===== config.mk =====
export PLATFORM = sky130hd
export DESIGN_NAME = sensor_node
export DESIGN_NICKNAME = d
export VERILOG_FILES = /design/src/hw/sensor_node_pkg.sv /design/src/hw/sensor_node.sv
export SDC_FILE = /design/constraint.sdc
export NUM_CORES = 1
export LEC_CHECK = 0
export ABC_AREA = 1
export BUFFER_PORTS_ARGS = -buffer_cell sky130_fd_sc_hd__buf_2
export CAP_MARGIN = 0
export CORE_UTILIZATION = 60
export CTS_BUF_LIST = sky130_fd_sc_hd__clkbuf_8
export CTS_CLUSTER_SIZE = 40
export DETAILED_ROUTE_END_ITERATION = 16
export PLACE_DENSITY = 0.81
export SLEW_MARGIN = 0
export SYNTH_ARGS = -nofsm -noshare
export SYNTH_HDL_FRONTEND = slang
export SYNTH_SLANG_ARGS = --single-unit

===== constraint.sdc =====
create_clock -name pclk -period 7.15 [get_ports pclk]
set_input_delay 0 -clock pclk [delete_from_list [all_inputs] [get_ports pclk]]
set_output_delay 0 -clock pclk [all_outputs]
set_load 0.02 [all_outputs]

===== src/hw/sensor_node_pkg.sv =====
// constants, frame layout and types for the sensor bus node slave logic
// assumes a 125 MHz pclk and a bit-level phy that frames the bus words
//
// Function
// RULE1: response flags upstream pin shorted to battery (code sends the fault flag held before the test, always zero at an init)
// RULE2: group bits in response always zero
// RULE3: response returns stored nvm write permit bit
// RULE4: response carries switch close request bit
// RULE5: response returns programmed address plus own check
// RULE6: response shifts out while command shifts in
// RULE7: response goes out during the next message
// RULE8: master keeps minimum frame delay between words
// RULE9: corrupted frame means no response next frame
// RULE10: master resends same-size command after check error
// RULE11: master reissues following command to resynchronise
// RULE12: master waits for holdup capacitor charge
// RULE13: master waits for next chained node power-up
// RULE14: fault test runs once when switch requested
// RULE15: pull-down inactive side, fault if stays high
// RULE16: fault test lasts about 200 microseconds
// RULE17: switch closes only when no fault found
// RULE18: downstream tested forward, upstream tested reverse
// RULE19: no fault test in loop-back chain
// RULE20: global address init sets zero, switch open
// RULE21: global init ignores nvm and switch bits
// RULE22: at address zero execute but never respond
// RULE23: global init blocks re-init until cleared
// RULE24: no short-word response to reverse init
// RULE25: reverse-initialised node ignores further inits
// RULE26: four-bit check code over word, mismatch corrupt
package sensor_node_pkg;

   // ==========================================================
   // frame layout (word lengths in bits and check code constants)
   localparam int        LONG_BITS      = 20;
   localparam int        SHORT_BITS     = 12;
   localparam logic [4:0] LONG_BITS_W   = 5'h14;
   localparam logic [4:0] SHORT_BITS_W  = 5'h0C;
   localparam logic [3:0] CRC_POLY      = 4'h3;
   localparam logic [3:0] CRC_SEED      = 4'hA;

   // ==========================================================
   // command codes and the global address
   localparam logic [3:0] CMD_RINIT     = 4'hF;
   localparam logic [3:0] CMD_INIT      = 4'h0;
   localparam logic [3:0] CMD_CLEAR     = 4'h1;
   localparam logic [3:0] GLOBAL_ADDR   = 4'h0;

   // ==========================================================
   // fault test timing
   localparam int        CLK_PERIOD_NS  = 8;
   localparam int        TEST_TIME_US   = 200;
   localparam int        TEST_CYC_DEF   = TEST_TIME_US * 1000 / CLK_PERIOD_NS;

   // ==========================================================
   // register map (byte offsets) and fields
   localparam logic [7:0] OFS_CTRL      = 8'h00;
   localparam logic [7:0] OFS_STATUS    = 8'h04;
   localparam logic [7:0] OFS_LASTCMD   = 8'h08;
   localparam logic [7:0] OFS_ERRCNT    = 8'h0C;
   localparam int        CTRL_EN_BIT    = 0;
   localparam int        CTRL_LOOP_BIT  = 1;
   localparam int        CTRL_CLR_BIT   = 2;
   localparam logic      CTRL_EN_RST    = 1'b1;
   localparam logic      CTRL_LOOP_RST  = 1'b0;

   typedef enum logic [0:0] {TST_IDLE, TST_RUN} test_st_t;

endpackage


===== src/hw/sensor_node.sv =====
// slave logic of one node on the two-wire sensor bus: word framing,
// initialisation handling, response build and the bus fault test
// assumes a phy on pclk that gives frame and bit strobes, and analog
// comparators on both bus pins that arrive asynchronously
//
// Added by the designer: the register offsets and the APB register port.
`timescale 1ns/1ps
module sensor_node
#(
   parameter int unsigned TEST_CYCLES = sensor_node_pkg::TEST_CYC_DEF
)
(
   input  wire logic        pclk,
   input  wire logic        presetn,
   input  wire logic        psel,
   input  wire logic        penable,
   input  wire logic        pwrite,
   input  wire logic [7:0]  paddr,
   input  wire logic [31:0] pwdata,
   output logic [31:0]      prdata,
   output logic             pready,
   output logic             pslverr,
   input  wire logic        frame_start,
   input  wire logic        frame_long,
   input  wire logic        bit_strobe,
   input  wire logic        rx_bit,
   input  wire logic        frame_end,
   output logic             tx_bit,
   output logic             tx_en,
   input  wire logic        upstream_bus_pin_high,
   input  wire logic        downstream_bus_pin_high,
   output logic             upstream_pulldown_en,
   output logic             downstream_pulldown_en,
   output logic             bus_switch_close,
   output logic             bus_fault_flag,
   output logic             nvm_write_permit,
   output logic [3:0]       programmed_bus_address,
   output logic             cmd_strobe,
   output logic [3:0]       cmd_code,
   output logic [7:0]       cmd_data
);
   import sensor_node_pkg::*;

   typedef struct packed {
      test_st_t    tst;
      logic [15:0] tcnt;
      logic        tside;
      logic [3:0]  addr;
      logic        nv;
      logic        bs;
      logic        bf;
      logic        sw;
      logic        locked;
      logic        gzero;
      logic [19:0] rx_sh;
      logic [4:0]  nbits;
      logic [19:0] tx_sh;
      logic        tx_on;
      logic [19:0] pend;
      logic        pend_valid;
      logic        pend_long_only;
      logic [2:0]  up_s;
      logic        up_f;
      logic [2:0]  dn_s;
      logic        dn_f;
      logic        ctrl_en;
      logic        ctrl_loop;
      logic [31:0] prdata;
      logic [15:0] err_cnt;
      logic [19:0] last_cmd;
      logic        cmd_stb;
      logic [3:0]  cmd_code;
      logic [7:0]  cmd_data;
   } state_t;

   state_t st_r;
   state_t st_nxt;

   // ==========================================================
   // check code, msb first; short words use only the low byte
   function automatic logic [3:0] crc_calc(input logic [15:0] d,
                                           input logic        lng);
      logic [3:0] c;
      logic       fb;
      c = CRC_SEED;
      for (int i = 15; i >= 0; i--)
      begin
         if (lng || i < 8)
         begin
            fb = c[3] ^ d[i];
            c  = {c[2:0], 1'b0} ^ (fb ? CRC_POLY : 4'h0);
         end
      end
      return c;
   endfunction

   // ==========================================================
   // decode of a finished command frame
   logic        is_long;
   logic        is_short;
   logic        crc_ok;
   logic        bad_frame;
   logic        good_frame;
   logic [3:0]  f_cmd;
   logic [3:0]  f_addr;
   logic [7:0]  f_data;
   logic [3:0]  f_pa;
   logic        is_init;
   logic        init_hit;
   logic        global_hit;
   logic        clear_hit;
   logic        other_hit;
   logic [15:0] resp_body;
   logic [19:0] resp_word;
   logic        test_done;
   logic        apb_setup;
   logic        apb_wr;
   logic        addr_ok;

   assign is_long    = st_r.nbits == LONG_BITS_W;
   assign is_short   = st_r.nbits == SHORT_BITS_W;
   assign f_cmd      = st_r.rx_sh[7:4];
   assign f_addr     = st_r.rx_sh[11:8];
   assign f_data     = st_r.rx_sh[19:12];
   assign f_pa       = f_data[3:0];
   assign crc_ok     = crc_calc(st_r.rx_sh[19:4], is_long)
                       == st_r.rx_sh[3:0]; // RULE26
   assign bad_frame  = frame_end && st_r.ctrl_en
                       && (!(is_long || is_short) || !crc_ok); // RULE26
   assign good_frame = frame_end && st_r.ctrl_en && !bad_frame;
   assign is_init    = f_cmd == CMD_INIT || f_cmd == CMD_RINIT;
   // inits are long-word only and only taken once until cleared
   assign init_hit   = good_frame && is_long && is_init && !st_r.locked
                       && f_addr == st_r.addr; // RULE23 RULE25
   assign global_hit = init_hit && f_pa == GLOBAL_ADDR; // RULE20
   assign clear_hit  = good_frame && f_cmd == CMD_CLEAR
                       && f_addr == st_r.addr;
   assign other_hit  = good_frame && !is_init && f_cmd != CMD_CLEAR
                       && f_addr == st_r.addr;

   // response to an init: address, fault, permit, switch request,
   // zero group bits, programmed address, own check code
   assign resp_body  = {f_pa, 3'h0, st_r.bf, f_data[7], f_data[6],
                        2'h0, f_pa}; // RULE1 RULE2 RULE3 RULE4 RULE5
   assign resp_word  = {resp_body, crc_calc(resp_body, 1'b1)}; // RULE5

   assign test_done  = st_r.tst == TST_RUN
                       && st_r.tcnt == 16'(TEST_CYCLES - 1); // RULE16

   assign apb_setup  = psel && !penable;
   assign apb_wr     = psel && penable && pwrite;
   assign addr_ok    = paddr == OFS_CTRL || paddr == OFS_STATUS
                       || paddr == OFS_LASTCMD || paddr == OFS_ERRCNT;

   // ==========================================================
   // next state
   always_comb
   begin
      st_nxt         = st_r;
      st_nxt.cmd_stb = 1'b0;

      // comparator inputs: three stages, taken once stages 2 and 3 agree
      st_nxt.up_s = {st_r.up_s[1:0], upstream_bus_pin_high};
      st_nxt.dn_s = {st_r.dn_s[1:0], downstream_bus_pin_high};
      if (st_r.up_s[1] == st_r.up_s[2])
      begin
         st_nxt.up_f = st_r.up_s[2];
      end
      if (st_r.dn_s[1] == st_r.dn_s[2])
      begin
         st_nxt.dn_f = st_r.dn_s[2];
      end

      // full duplex shifting of command in and response out
      if (frame_start)
      begin
         st_nxt.nbits = 5'h00;
         st_nxt.rx_sh = 20'h00000;
         // a reverse-init answer is never put on a short word
         st_nxt.tx_on = st_r.pend_valid
                        && (frame_long || !st_r.pend_long_only); // RULE7 RULE24
         st_nxt.tx_sh = frame_long ? st_r.pend
                                   : {st_r.pend[11:0], 8'h00}; // RULE7
         st_nxt.pend_valid = 1'b0;
      end
      else if (bit_strobe)
      begin
         st_nxt.rx_sh = {st_r.rx_sh[18:0], rx_bit}; // RULE6
         st_nxt.tx_sh = {st_r.tx_sh[18:0], 1'b0}; // RULE6
         if (st_r.nbits != 5'h1F)
         begin
            st_nxt.nbits = st_r.nbits + 5'h01;
         end
      end
      else if (frame_end)
      begin
         st_nxt.tx_on = 1'b0;
      end

      // fault test on the side that is still inactive
      if (test_done)
      begin
         st_nxt.tst  = TST_IDLE;
         st_nxt.bf   = st_r.tside ? st_r.up_f : st_r.dn_f; // RULE15
         st_nxt.sw   = !(st_r.tside ? st_r.up_f : st_r.dn_f); // RULE17
      end
      else if (st_r.tst == TST_RUN)
      begin
         st_nxt.tcnt = st_r.tcnt + 16'h0001;
      end

      if (bad_frame)
      begin
         // nothing is answered in the frame after a bad one
         st_nxt.pend_valid = 1'b0; // RULE9
         st_nxt.err_cnt    = st_r.err_cnt + 16'h0001;
      end
      else if (good_frame)
      begin
         st_nxt.last_cmd   = st_r.rx_sh;
         st_nxt.pend_valid = 1'b0;
      end

      if (global_hit)
      begin
         // permit and switch bits are dropped, switch stays open
         st_nxt.addr   = GLOBAL_ADDR; // RULE20
         st_nxt.nv     = 1'b0; // RULE21
         st_nxt.bs     = 1'b0; // RULE21
         st_nxt.sw     = 1'b0; // RULE20
         st_nxt.gzero  = 1'b1; // RULE22
         st_nxt.locked = 1'b1; // RULE23
      end
      else if (init_hit)
      begin
         st_nxt.addr   = f_pa;
         st_nxt.nv     = f_data[7];
         st_nxt.bs     = f_data[6];
         st_nxt.locked = 1'b1; // RULE25
         if (f_data[6] && st_r.ctrl_loop)
         begin
            st_nxt.sw = 1'b1; // RULE19
         end
         else if (f_data[6])
         begin
            st_nxt.tst   = TST_RUN; // RULE14
            st_nxt.tcnt  = 16'h0000;
            st_nxt.tside = f_cmd == CMD_RINIT; // RULE18
         end
         st_nxt.pend           = resp_word;
         st_nxt.pend_valid     = 1'b1; // RULE7
         st_nxt.pend_long_only = f_cmd == CMD_RINIT; // RULE24
      end
      else if (other_hit)
      begin
         // executed by the function blocks; address zero stays silent
         st_nxt.cmd_stb  = 1'b1; // RULE22
         st_nxt.cmd_code = f_cmd;
         st_nxt.cmd_data = f_data;
      end

      // clear from the bus or from software returns the init, test and switch state to power-up values
      if (clear_hit || (apb_wr && paddr == OFS_CTRL
                        && pwdata[CTRL_CLR_BIT]))
      begin
         st_nxt.tst        = TST_IDLE;
         st_nxt.tcnt       = 16'h0000;
         st_nxt.addr       = GLOBAL_ADDR;
         st_nxt.nv         = 1'b0;
         st_nxt.bs         = 1'b0;
         st_nxt.bf         = 1'b0;
         st_nxt.sw         = 1'b0;
         st_nxt.locked     = 1'b0; // RULE23 RULE25
         st_nxt.gzero      = 1'b0;
         st_nxt.pend_valid = 1'b0;
      end

      // register bus: read data captured in setup, used in access
      if (apb_setup)
      begin
         unique case (paddr)
            OFS_CTRL:    st_nxt.prdata = {30'h0, st_r.ctrl_loop,
                                          st_r.ctrl_en};
            OFS_STATUS:  st_nxt.prdata = {21'h0, st_r.tst == TST_RUN,
                                          st_r.gzero, st_r.locked,
                                          st_r.sw, st_r.bf, st_r.bs,
                                          st_r.nv, st_r.addr};
            OFS_LASTCMD: st_nxt.prdata = {12'h0, st_r.last_cmd};
            OFS_ERRCNT:  st_nxt.prdata = {16'h0, st_r.err_cnt};
            default:     st_nxt.prdata = 32'h0;
         endcase
      end
      if (apb_wr && paddr == OFS_CTRL)
      begin
         st_nxt.ctrl_en   = pwdata[CTRL_EN_BIT];
         st_nxt.ctrl_loop = pwdata[CTRL_LOOP_BIT];
      end
   end

   // ==========================================================
   // state register
   always_ff @(posedge pclk or negedge presetn)
   begin
      if (!presetn)
      begin
         st_r           <= '0;
         st_r.tst       <= TST_IDLE;
         st_r.ctrl_en   <= CTRL_EN_RST;
         st_r.ctrl_loop <= CTRL_LOOP_RST;
      end
      else
      begin
         st_r <= st_nxt;
      end
   end

   // ==========================================================
   // outputs
   assign prdata                 = st_r.prdata;
   assign pready                 = psel && penable;
   assign pslverr                = psel && penable && !addr_ok;
   assign tx_bit                 = st_r.tx_on && st_r.tx_sh[19]; // RULE6
   assign tx_en                  = st_r.tx_on;
   assign upstream_pulldown_en   = st_r.tst == TST_RUN && st_r.tside;
   assign downstream_pulldown_en = st_r.tst == TST_RUN && !st_r.tside;
   assign bus_switch_close       = st_r.sw;
   assign bus_fault_flag         = st_r.bf;
   assign nvm_write_permit       = st_r.nv;
   assign programmed_bus_address = st_r.addr;
   assign cmd_strobe             = st_r.cmd_stb;
   assign cmd_code               = st_r.cmd_code;
   assign cmd_data               = st_r.cmd_data;

   // helper: length of the running fault test
   logic [15:0] run_len;
   always_ff @(posedge pclk or negedge presetn)
   begin
      if (!presetn)
      begin
         run_len <= 16'h0000;
      end
      else
      begin
         run_len <= (st_r.tst == TST_RUN) ? run_len + 16'h0001 : 16'h0000;
      end
   end

   // helper: a corrupted frame was seen and the next frame not yet begun
   logic bad_armed;
   always_ff @(posedge pclk or negedge presetn)
   begin
      if (!presetn)
      begin
         bad_armed <= 1'b0;
      end
      else
      begin
         bad_armed <= bad_frame || (bad_armed && !frame_start);
      end
   end
endmodule


==> impl_metrics.tcl, run 1 <==
set metrics [dict create \
    whs_ns 0.0693 \
    critPathMaxFanout 42 \
    synth_top_cell_area_share_pct 48.7 \
    design.die.area_um2 14600 \
    grt_pass1_vias 6369 \
    post_drt_wl_per_cell_um 15.1 \
    ys_seq_area_share_pct 49.0 \
    ant_nets 0 \
    cts_buffer_depth 2 \
    clock.fmax_mhz 244 \
    synth-simple-area-share_pct 23.4 \
    grt-ovfl-total 0 \
    io_pins 110 \
    synthDistinctLibCells 49 \
    required_ns 7.52 \
    worstHoldStart "paddr[2]" \
    cts_buffers 17 \
    ff2ff_path_depth 21 \
    cp.arrival_ns 4.46 \
    synth_warnings 0 \
    drtIter0Drc 592 \
    cp_slowest_stage_delay_ns 0.47 \
    end_kind "register" \
    tightest_slew_ns 0.981 \
    grt_antenna_before_repair 0 \
    synth_xor_area_share_pct 5.16 \
    cp_common_cell "nand3_1" \
    synth_compound_area_share_pct 9.33 \
    die_x_um 121 \
    min_period_ns 4.09 \
    rsz0062_at_grt "no" \
    wirelength_mm 18.7 \
    synth_fa_ha_area_share_pct 1.12 \
    ys_dominant_reg_cell "dfrtp_1" \
    setup_violations 0 \
    min_to "prdata[18]" \
    finalMaxSlewViolations 0 \
    cts.clk_slew.worst_paths_ns 0.09 \
    worst-r2r-setup-slack_ns 3.06 \
    period_share_pct 57.2 \
    grt_start_max_net_pins 113 \
    powerDensity_nw_per_um2 203 \
    grt.total_usage_pct 27.5 \
    core_area_um2 13800 \
    cts_tree "built" \
    min_path_type "input port to register" \
    dp_hpwl_mm 13.3 \
    syn_inst 1002 \
    gp_congestion 0.898 \
    synth_top_family_by_area "simple AND/OR/NAND/NOR gates" \
    relSlewSlack_pct 34.6 \
    synth_edf_count 0 \
    r2r-end "st_r[94]" \
    firstDrtPassIters 13 \
    grt_pass1_wl_mm 31.1 \
    cp_top_family "simple AND/OR/NAND/NOR gates" \
    whs_path_depth 5 \
    fin_total_pwr_uw 1870 \
    finalClockSkew_ns 0.0135 \
    path_class "register to register" \
    crit_chain "inv_1, ha_1, nand2_2, nor2_4, nand3_1, nand3_1, nand3_1, nand2_1, nand2_1, nand3_1, nand3_1, nand2_1, nand2_1, a21oi_1, nand3_1, nor2_4, nand4_4, nor2_4, nand2_4, o21ai_0, inv_1" \
    cts_resized 0 \
    synthTopCellsByArea "dfrtp_1 (49%), nand2_1 (12%), inv_1 (4.9%)" \
    clock_tree.root_cell "clkbuf_8" \
    rows 43 \
    fin_setup_tns_ns 0 \
    drv_cap 0 \
    cts.sinks 166 \
    setup.worst_path.start "st_r[134]" \
    area_delta_synth_final_pct 8.61 \
    synthMuxAreaShare_pct 0.383 \
    mappedNetlistArea_um2 8480 \
    avgSynthCellArea_um2 8.47 \
    clock_latency_ns 0.47 \
    violations "design-rule violations" \
    hold_violations 0 \
    crit_buf_inv 2 \
    ir_drop_mv 0.140 \
    die_y_um 121 \
    nFillCells 1111 \
    port-buffer-count 68 \
    n_antenna_cell 0 \
    initial_core_util_pct 61.4 \
    cts_setup_buffers 0 \
    drive_gt1_share_pct 14.2 \
    r2r_start "st_r[134]" \
    ys_async_sr_fraction_pct 100 \
    startpoint_type "register" \
    fin_nets 1105 \
    status "complete, but fails checks" \
    htree_levels 4 \
    drc_errors 2 \
    avgViaCountPerCell 5.58 \
    p_leak_uw 0.00470 \
    synth_seq_cells 166 \
    vias 6916 \
    crit_slowest_cell "nand4_4" \
    yosys.area.top_type "dfrtp_1" \
]
## kinds of logic after synthesis
kind of cell / count (synthesis)
AO/OA/AOI/OAI: 134
buffers and inverters: 201
adder cells (fa/ha/maj): 8
AND/OR/NAND/NOR: 439
multiplexers: 3
XOR/XNOR: 50
flip-flops: 166
other: 1
## Yosys cell counts (6+ instances only)
library cell and number:
nand2_1 262, dfrtp_1 165, inv_1 110, nand3_1 63
o21ai_0 63, buf_4 49, xor2_1 35, nor2_1 33
nand4_1 23, o22ai_1 21, a21oi_1 20, nor3_1 16
clkbuf_1 15, xnor2_1 15, nor4_1 14, inv_2 11
nand2_2 11, a221oi_1 7, o221ai_1 7, buf_2 6
ha_1 6
## where the power goes
group | internal [uW] | switching (uW) | total (uW)
clock network | 322 | 347 | 670
registers | 980 | 37.9 | 1020
logic | 68.8 | 115 | 184
total | 1370 | 500 | 1870
## routing by layer
metal	up-vias	GRT usage, %	part of all wire (%)
met5	-	0	0
met1	3324	38.0	45
met4	0	10.3	2.5
met3	45	5.97	6.9
li1	3290	-	-
met2	257	42.6	46
## through the flow
step	instances	cell area [um^2]	utilization, %	setup WS (ns)
final	1240	9220	66.6	3.06
after global routing	1240	9220	66.6	2.55
after CTS	1240	9220	66.6	3.12
after detailed placement	1190	8640	62.5	3.16
after global placement	1190	8640	62.5	3.25
after floorplan	1013	8530	-	4.31
## worst min-delay path: stages
cell     delay (ns)
buf_2          0.11
nor4_2         0.05
buf_4          0.20
nand3_1        0.09
nand2_1        0.05
## cell type report
cell class	count	area [um^2]	area share, %
tap	180	225	2.44
inverter	124	468	5.08
clock buffer	22	303	3.29
multi-input combinational	646	3400	36.9
timing repair buffer	92	572	6.21
sequential	166	4160	45.1
clock inverter	10	95.1	1.03
## cells in the final DEF (no fill, tap or decap), drive strengths merged
| master | n |
|---|---|
| mux2i | 1 |
| dfstp | 1 |
| and2 | 1 |
| o221ai | 7 |
| maj3 | 2 |
| mux2 | 2 |
| dlygate4sd3 | 18 |
| nand3 | 66 |
| bufinv | 1 |
| o22ai | 21 |
| clkbuf | 22 |
| nand2 | 274 |
| conb | 12 |
| xor2 | 35 |
| nor3 | 17 |
| ha | 6 |
| a221oi | 7 |
| a22oi | 1 |
| o21bai | 1 |
| dfrtp | 165 |
| buf | 74 |
| nand3b | 2 |
| xnor2 | 15 |
| nor4 | 14 |
| nor2 | 38 |
| or2 | 1 |
| clkinv | 8 |
| a22o | 1 |
| o21ai | 68 |
| o2111ai | 3 |
| nand4 | 26 |
| inv | 124 |
| clkinvlp | 1 |
| o211ai | 3 |
| a21oi | 22 |
## sequential cells by signal, summed over array words and instances, names as in the netlist
name and cells:
bus_fault_flag 1, bus_switch_close 1, cmd_code 4, cmd_data 8, cmd_strobe 1, f_addr 4
f_cmd 4, f_data 8, nvm_write_permit 1, prdata 20, programmed_bus_address 4, st_nxt 4
st_r 105, tx_en 1
## worst max path at each step
stage / slack [ns] / to / cells past startpoint
after floorplan: 4.31 / st_r[103] / 25
after global placement: 3.25 / st_r[94] / 23
after detailed placement: 3.16 / st_r[94] / 25
after CTS: 3.12 / st_r[94] / 25
after global routing: 2.55 / st_r[94] / 23
final: 3.06 / st_r[94] / 21
## repair_timing
action,CTS,global route
hold buffers,18,0
endpoints found under the setup margin,0,0
endpoints found under the hold margin,145,0
Power figures use the tool's default switching activity.
==> run 2: changes to the inputs <==
--- a/config.mk
+++ b/config.mk
@@ -5,14 +5,14 @@
 export SDC_FILE = /design/constraint.sdc
 export NUM_CORES = 1
 export LEC_CHECK = 0
-export ABC_AREA = 1
+export ABC_AREA = 0
 export BUFFER_PORTS_ARGS = -buffer_cell sky130_fd_sc_hd__buf_2
 export CAP_MARGIN = 0
-export CORE_UTILIZATION = 60
+export CORE_UTILIZATION = 54
 export CTS_BUF_LIST = sky130_fd_sc_hd__clkbuf_8
 export CTS_CLUSTER_SIZE = 40
 export DETAILED_ROUTE_END_ITERATION = 16
-export PLACE_DENSITY = 0.81
+export PLACE_DENSITY = 0.77
 export SLEW_MARGIN = 0
 export SYNTH_ARGS = -nofsm -noshare
 export SYNTH_HDL_FRONTEND = slang
==> constraint.sdc (replaced) <==
create_clock -name pclk -period 3.4 [get_ports pclk]
set_input_delay 0 -clock pclk [delete_from_list [all_inputs] [get_ports pclk]]
set_output_delay 0 -clock pclk [all_outputs]
set_load 0.02 [all_outputs]
==> impl_metrics.tcl, run 2 <==
set metrics [dict create \
    synthTopCellsByCount "dfrtp_1 (165), nor2_1 (63), nand2_1 (54)" \
    synth_seq_cells 166 \
    fin_nets 881 \
    top_layer "met4" \
    port-buffer-count 68 \
    avgSynthCellArea_um2 10.9 \
    wl_met3_um 929 \
    grt_pass1_vias 5948 \
    whs_ns 0.0730 \
    critPathMaxFanout 6 \
    ys_async_sr_fraction_pct 100 \
    setup_violations 0 \
    cts_buffer_depth 2 \
    ir_drop_mv 0.232 \
    path_class "register to register" \
    wirelength_mm 18.3 \
    tightest_slew_ns 1.08 \
    n_antenna_cell 0 \
    syn_inst 772 \
    vias 5837 \
    layout_setup_ws_ns 0.0853 \
    yosys.area.top_type "dfrtp_1" \
    cp.arrival_ns 3.65 \
    htree_levels 4 \
    synth_most_common_cell "dfrtp_1" \
    drc_errors 0 \
    clock.fmax_mhz 302 \
    synth_top_cell_area_share_pct 49.2 \
    cts_buffers 17 \
    rows 45 \
    powerDensity_nw_per_um2 410 \
    hold_violations 0 \
    mappedNetlistArea_um2 8390 \
    synthDistinctLibCells 63 \
    clock_latency_ns 0.45 \
    die_x_um 127 \
    cts_tree "built" \
    initial_core_util_pct 55.2 \
    finalMaxSlewViolations 0 \
    gp_congestion 0.804 \
    cts.sinks 166 \
    final_core_util_pct 61.2 \
    layout_commonest_cell "dfrtp_1" \
    fin_total_pwr_uw 3820 \
    top_register "st_r" \
    p_leak_uw 0.00452 \
    grt_start_max_net_pins 111 \
    synth_warnings 0 \
    wirelength_met1_mm 7.97 \
    grt_antenna_before_repair 0 \
    area_delta_synth_final_pct 10.9 \
    rsz0062_at_grt "yes" \
    clock_tree.root_cell "clkbuf_8" \
    avgViaCountPerCell 5.70 \
    ys_dominant_reg_cell "dfrtp_1" \
    firstDrtPassIters 4 \
    synth_edf_count 0 \
    required_ns 3.74 \
    ant_nets 0 \
    die_y_um 127 \
    preCtsSetupSlack_ns 0.0335 \
    min_path_type "input port to register" \
    end_kind "register" \
    period_share_pct 97.5 \
    cts.clk_slew.worst_paths_ns 0.09 \
    core_area_um2 15200 \
    min_period_ns 3.31 \
    status "completed" \
    grt-ovfl-total 0 \
    final_cell_mix "dfrtp_1 (163), buf_2 (67), nor2_1 (61)" \
    io_pins 110 \
    dp_hpwl_mm 12.5 \
    synthTopCellsByArea "dfrtp_1 (49%), mux2_2 (5.5%), mux2i_1 (5.4%)" \
    ys_seq_area_share_pct 49.5 \
    grt_pass1_wl_mm 30.1 \
    drtIter0Drc 455 \
    finalClockSkew_ns 0.0129 \
    wl_met2_mm 8.95 \
    relSlewSlack_pct 27.8 \
    fin_setup_tns_ns 0 \
    grt.total_usage_pct 24.3 \
    startpoint_type "register" \
    post_drt_wl_per_cell_um 17.9 \
    drv_cap 0 \
    design.die.area_um2 16000 \
    drive_gt1_share_pct 24.4 \
    largest_reg_flops 105 \
]
-- run 2: routing by layer --
metal | GRT usage [%] | vias to the layer above
li1 | - | 2689
met5 | 0 | -
met2 | 39.6 | 167
met4 | 10.8 | 0
met3 | 5.06 | 40
met1 | 31.7 | 2941
-- run 2: kinds of logic after synthesis --
kind of cell / after synthesis / synth area share [%]
AO/OA/AOI/OAI: 96 / 7.81
XOR/XNOR: 74 / 8.56
adder cells (fa/ha/maj): 8 / 1.13
buffers and inverters: 109 / 7.38
flip-flops: 166 / 49.5
multiplexers: 95 / 12.6
other: 1 / 0.0447
AND/OR/NAND/NOR: 223 / 13.0
-- run 2: timing repair --
item | CTS | global route
endpoints found under the setup margin | 42 | 73
setup buffers | 0 | 6
hold endpoints to repair | 121 | 0
pin swaps | 0 | 1
gates resized for setup | 1 | 11
gates cloned | 0 | 1
hold buffers | 15 | 0
-- run 2: worst paths after layout --
path	startpoint	endpoint	slack, ns	depth (start not counted)
min	pwdata[2]	st_r[179]	0.07	5
max reg2reg	f_data[7]	cmd_code[0]	0.09	10
max	f_data[7]	cmd_code[0]	0.09	10
min in group asynchronous	presetn	st_r[119]	0.23	2
max in group asynchronous	presetn	st_r[82]	2.18	3
min reg2reg	st_nxt[89]	st_nxt[90]	0.35	0
-- run 2: critical path, stage by stage, from the launching register on --
cell	delay, ns
dfrtp_1	0.39
xor3_2	0.44
xnor3_2	0.29
or4b_1	0.51
o31ai_1	0.10
a2bb2oi_2	0.14
buf_4	0.16
o32ai_4	0.16
o21ai_2	0.13
or4_4	0.55
mux2_4	0.33
-- run 2: layout make-up --
type / instances / area, um^2
Fill cell: 1224 / 5890
Sequential cell: 166 / 4160
Multi-Input combinational cell: 509 / 3710
Timing Repair Buffer: 113 / 742
Clock buffer: 19 / 262
Tap cell: 188 / 235
Clock inverter: 13 / 145
Inverter: 16 / 60.1
-- run 2: through the flow --
step           instance area [um^2]  cells
6_report                       9310   1024
5_1_grt                        9310   1024
4_1_cts                        9210   1017
3_5_place_dp                   8650    970
3_3_place_gp                   8650    970
2_1_floorplan                  8430    783
-- run 2: power breakdown --
group / leakage, uW / internal (uW) / total, uW / switching, uW
Sequential: 0.00225 / 2040 / 2100 / 61.8
Combinational: 0.00207 / 106 / 275 / 168
Clock: 0.000199 / 700 / 1440 / 742
Total: 0.00452 / 2840 / 3820 / 972
==> run 3: changes to the inputs <==
--- a/config.mk
+++ b/config.mk
@@ -8,6 +8,7 @@
 export ABC_AREA = 0
 export BUFFER_PORTS_ARGS = -buffer_cell sky130_fd_sc_hd__buf_2
 export CAP_MARGIN = 0
+export CORE_ASPECT_RATIO = 2
 export CORE_UTILIZATION = 54
 export CTS_BUF_LIST = sky130_fd_sc_hd__clkbuf_8
 export CTS_CLUSTER_SIZE = 40
==> constraint.sdc (replaced) <==
create_clock -name pclk -period 3.4 [get_ports pclk]
set_input_delay 0 -clock pclk [delete_from_list [all_inputs] [get_ports pclk]]
set_output_delay 0 -clock pclk [all_outputs]
set_load 0.1 [all_outputs]
==> impl_metrics.tcl, run 3 (same netlist as run 2, synthesis figures left out) <==
set metrics [dict create \
    status "completed" \
    p_comb_share_pct 8.5 \
    worst-r2r-setup-slack_ns 0.02 \
    area_delta_synth_final_pct 12.1 \
    ir_drop_mv 0.310 \
    relSlewSlack_pct 30.6 \
    htree_levels 4 \
    design.die.area_um2 16100 \
    hold_violations 0 \
    grt-ovfl-total 0 \
    nFillCells 1200 \
    swShare_pct 27.3 \
    cp_top_family "compound AO/OA/AOI/OAI gates" \
    cts.clk_slew.worst_paths_ns 0.10 \
    top_register "st_r" \
    whs_path_depth 5 \
    cts.sinks 166 \
    critPathMaxFanout 5 \
    ff2ff_path_depth 9 \
    layout_commonest_cell "dfrtp_1" \
    die_x_um 90.2 \
    cts_tree "built" \
    crit_chain "xor3_2, xnor3_1, nor4b_2, a31oi_1, o32a_1, o32ai_4, o2111ai_4, or3_1, mux2_1" \
    avgViaCountPerCell 5.64 \
    stdcell_count 1036 \
    die_y_um 178 \
    required_ns 3.76 \
    finalMaxSlewViolations 0 \
    fin_nets 882 \
    seq_area_um2 4160 \
    period_share_pct 99.4 \
    clock_latency_ns 0.47 \
    grt_start_max_net_pins 95 \
    p_clk_share_pct 38.0 \
    cell_internal_pwr_uw 2860 \
    cts_buffer_depth 2 \
    min_to "st_r[177]" \
    drv_cap 0 \
    r2r-end "st_r[169]" \
    grt_antenna_before_repair 1 \
    wirelength_mm 19.3 \
    p_seq_share_pct 53.5 \
    crit_slowest_cell "xor3_2" \
    cts_buffers 17 \
    dp_hpwl_mm 13.7 \
    min_period_ns 3.38 \
    initial_core_util_pct 55.2 \
    gp_congestion 0.929 \
    powerDensity_nw_per_um2 418 \
    ant_nets 0 \
    drtIter0Drc 322 \
    largest_reg_flops 105 \
    preCtsSetupSlack_ns 0.0381 \
    whs_ns 0.0301 \
    p_leak_uw 0.00456 \
    finalClockSkew_ns 0.0135 \
    startpoint_type "register" \
    crit_buf_inv 0 \
    min_path_type "input port to register" \
    tightest_slew_ns 1.04 \
    final_core_util_pct 61.8 \
    core_area_um2 15200 \
    rsz0062_at_grt "yes" \
    r2r_start "f_data[7]" \
    grt.total_usage_pct 24.9 \
    final_cell_area_um2 9410 \
    port-buffer-count 68 \
    end_kind "register" \
    vias 5844 \
    clock.fmax_mhz 296 \
    multi_input_area_um2 3740 \
    setup.worst_path.start "f_data[7]" \
    cp_slowest_stage_delay_ns 0.47 \
    placed_area_um2 8720 \
    layout_setup_ws_ns 0.0199 \
    worstHoldStart "pwdata[2]" \
    clock_tree.root_cell "clkbuf_8" \
    io_pins 110 \
    drive_gt1_share_pct 24.9 \
    final_cell_mix "dfrtp_1 (163), buf_2 (67), nor2_1 (62)" \
    post_drt_wl_per_cell_um 18.6 \
    cp.arrival_ns 3.74 \
    dp_cells 983 \
    drc_errors 0 \
    grt_pass1_vias 5940 \
    path_class "register to register" \
    setup_violations 0 \
    rows 64 \
    firstDrtPassIters 4 \
    p_sw_uw 1070 \
    grt_pass1_wl_mm 30.7 \
]
run 3: what timing repair did:
item	4_1_cts	5_1_grt
setup buffers	0	6
setup endpoints to repair	0	65
hold buffers	13	0
gates resized for setup	0	14
hold endpoints to repair	107	0
run 3: final cells by class:
class | count | area share [%]
diodes | 1 | 0.0266
clock buffers | 19 | 2.78
clock inverters | 13 | 1.68
inverters | 16 | 0.638
multi-input cells | 509 | 39.8
flip-flops and latches | 166 | 44.2
well taps | 198 | 2.63
repair buffers | 114 | 8.27
run 3: routing by layer:
| metal | GRT usage, % | up-vias | routed length, um |
|---|---|---|---|
| met5 | 0 | - | 0 |
| met4 | 13.6 | 0 | 1120 |
| met3 | 4.31 | 55 | 607 |
| met2 | 46.3 | 174 | 10400 |
| met1 | 26.6 | 2936 | 7120 |
| li1 | - | 2679 | - |
run 3: worst reg2reg max path, stage by stage (launching register included):
cell       delay [ns]
dfrtp_1          0.40
xor3_2           0.47
xnor3_1          0.25
nor4b_2          0.32
a31oi_1          0.12
o32a_1           0.30
o32ai_4          0.42
o2111ai_4        0.19
or3_1            0.46
mux2_1           0.33
run 3: worst max path at each step:
stage | to | cells past startpoint
2_1_floorplan | st_r[105] | 11
3_3_place_gp | cmd_code[2] | 9
3_5_place_dp | cmd_data[5] | 9
4_1_cts | cmd_data[5] | 10
5_1_grt | st_r[169] | 9
6_report | st_r[169] | 9
run 3: power by group through the flow:
stage          clock network (uW)  logic [uW]  registers [uW]
2_1_floorplan                   0         246            2120
3_3_place_gp                    0         311            2130
3_5_place_dp                    0         323            2140
4_1_cts                      1520         335            2100
5_1_grt                      1600         375            2110
6_report                     1490         336            2100
run 3: metrics by stage:
stage	TNS, ns	total power [uW]
6_report	0	3930
5_1_grt	-3.34	4090
4_1_cts	0	3960
3_5_place_dp	0	2460
3_3_place_gp	0	2450
2_1_floorplan	0	2370
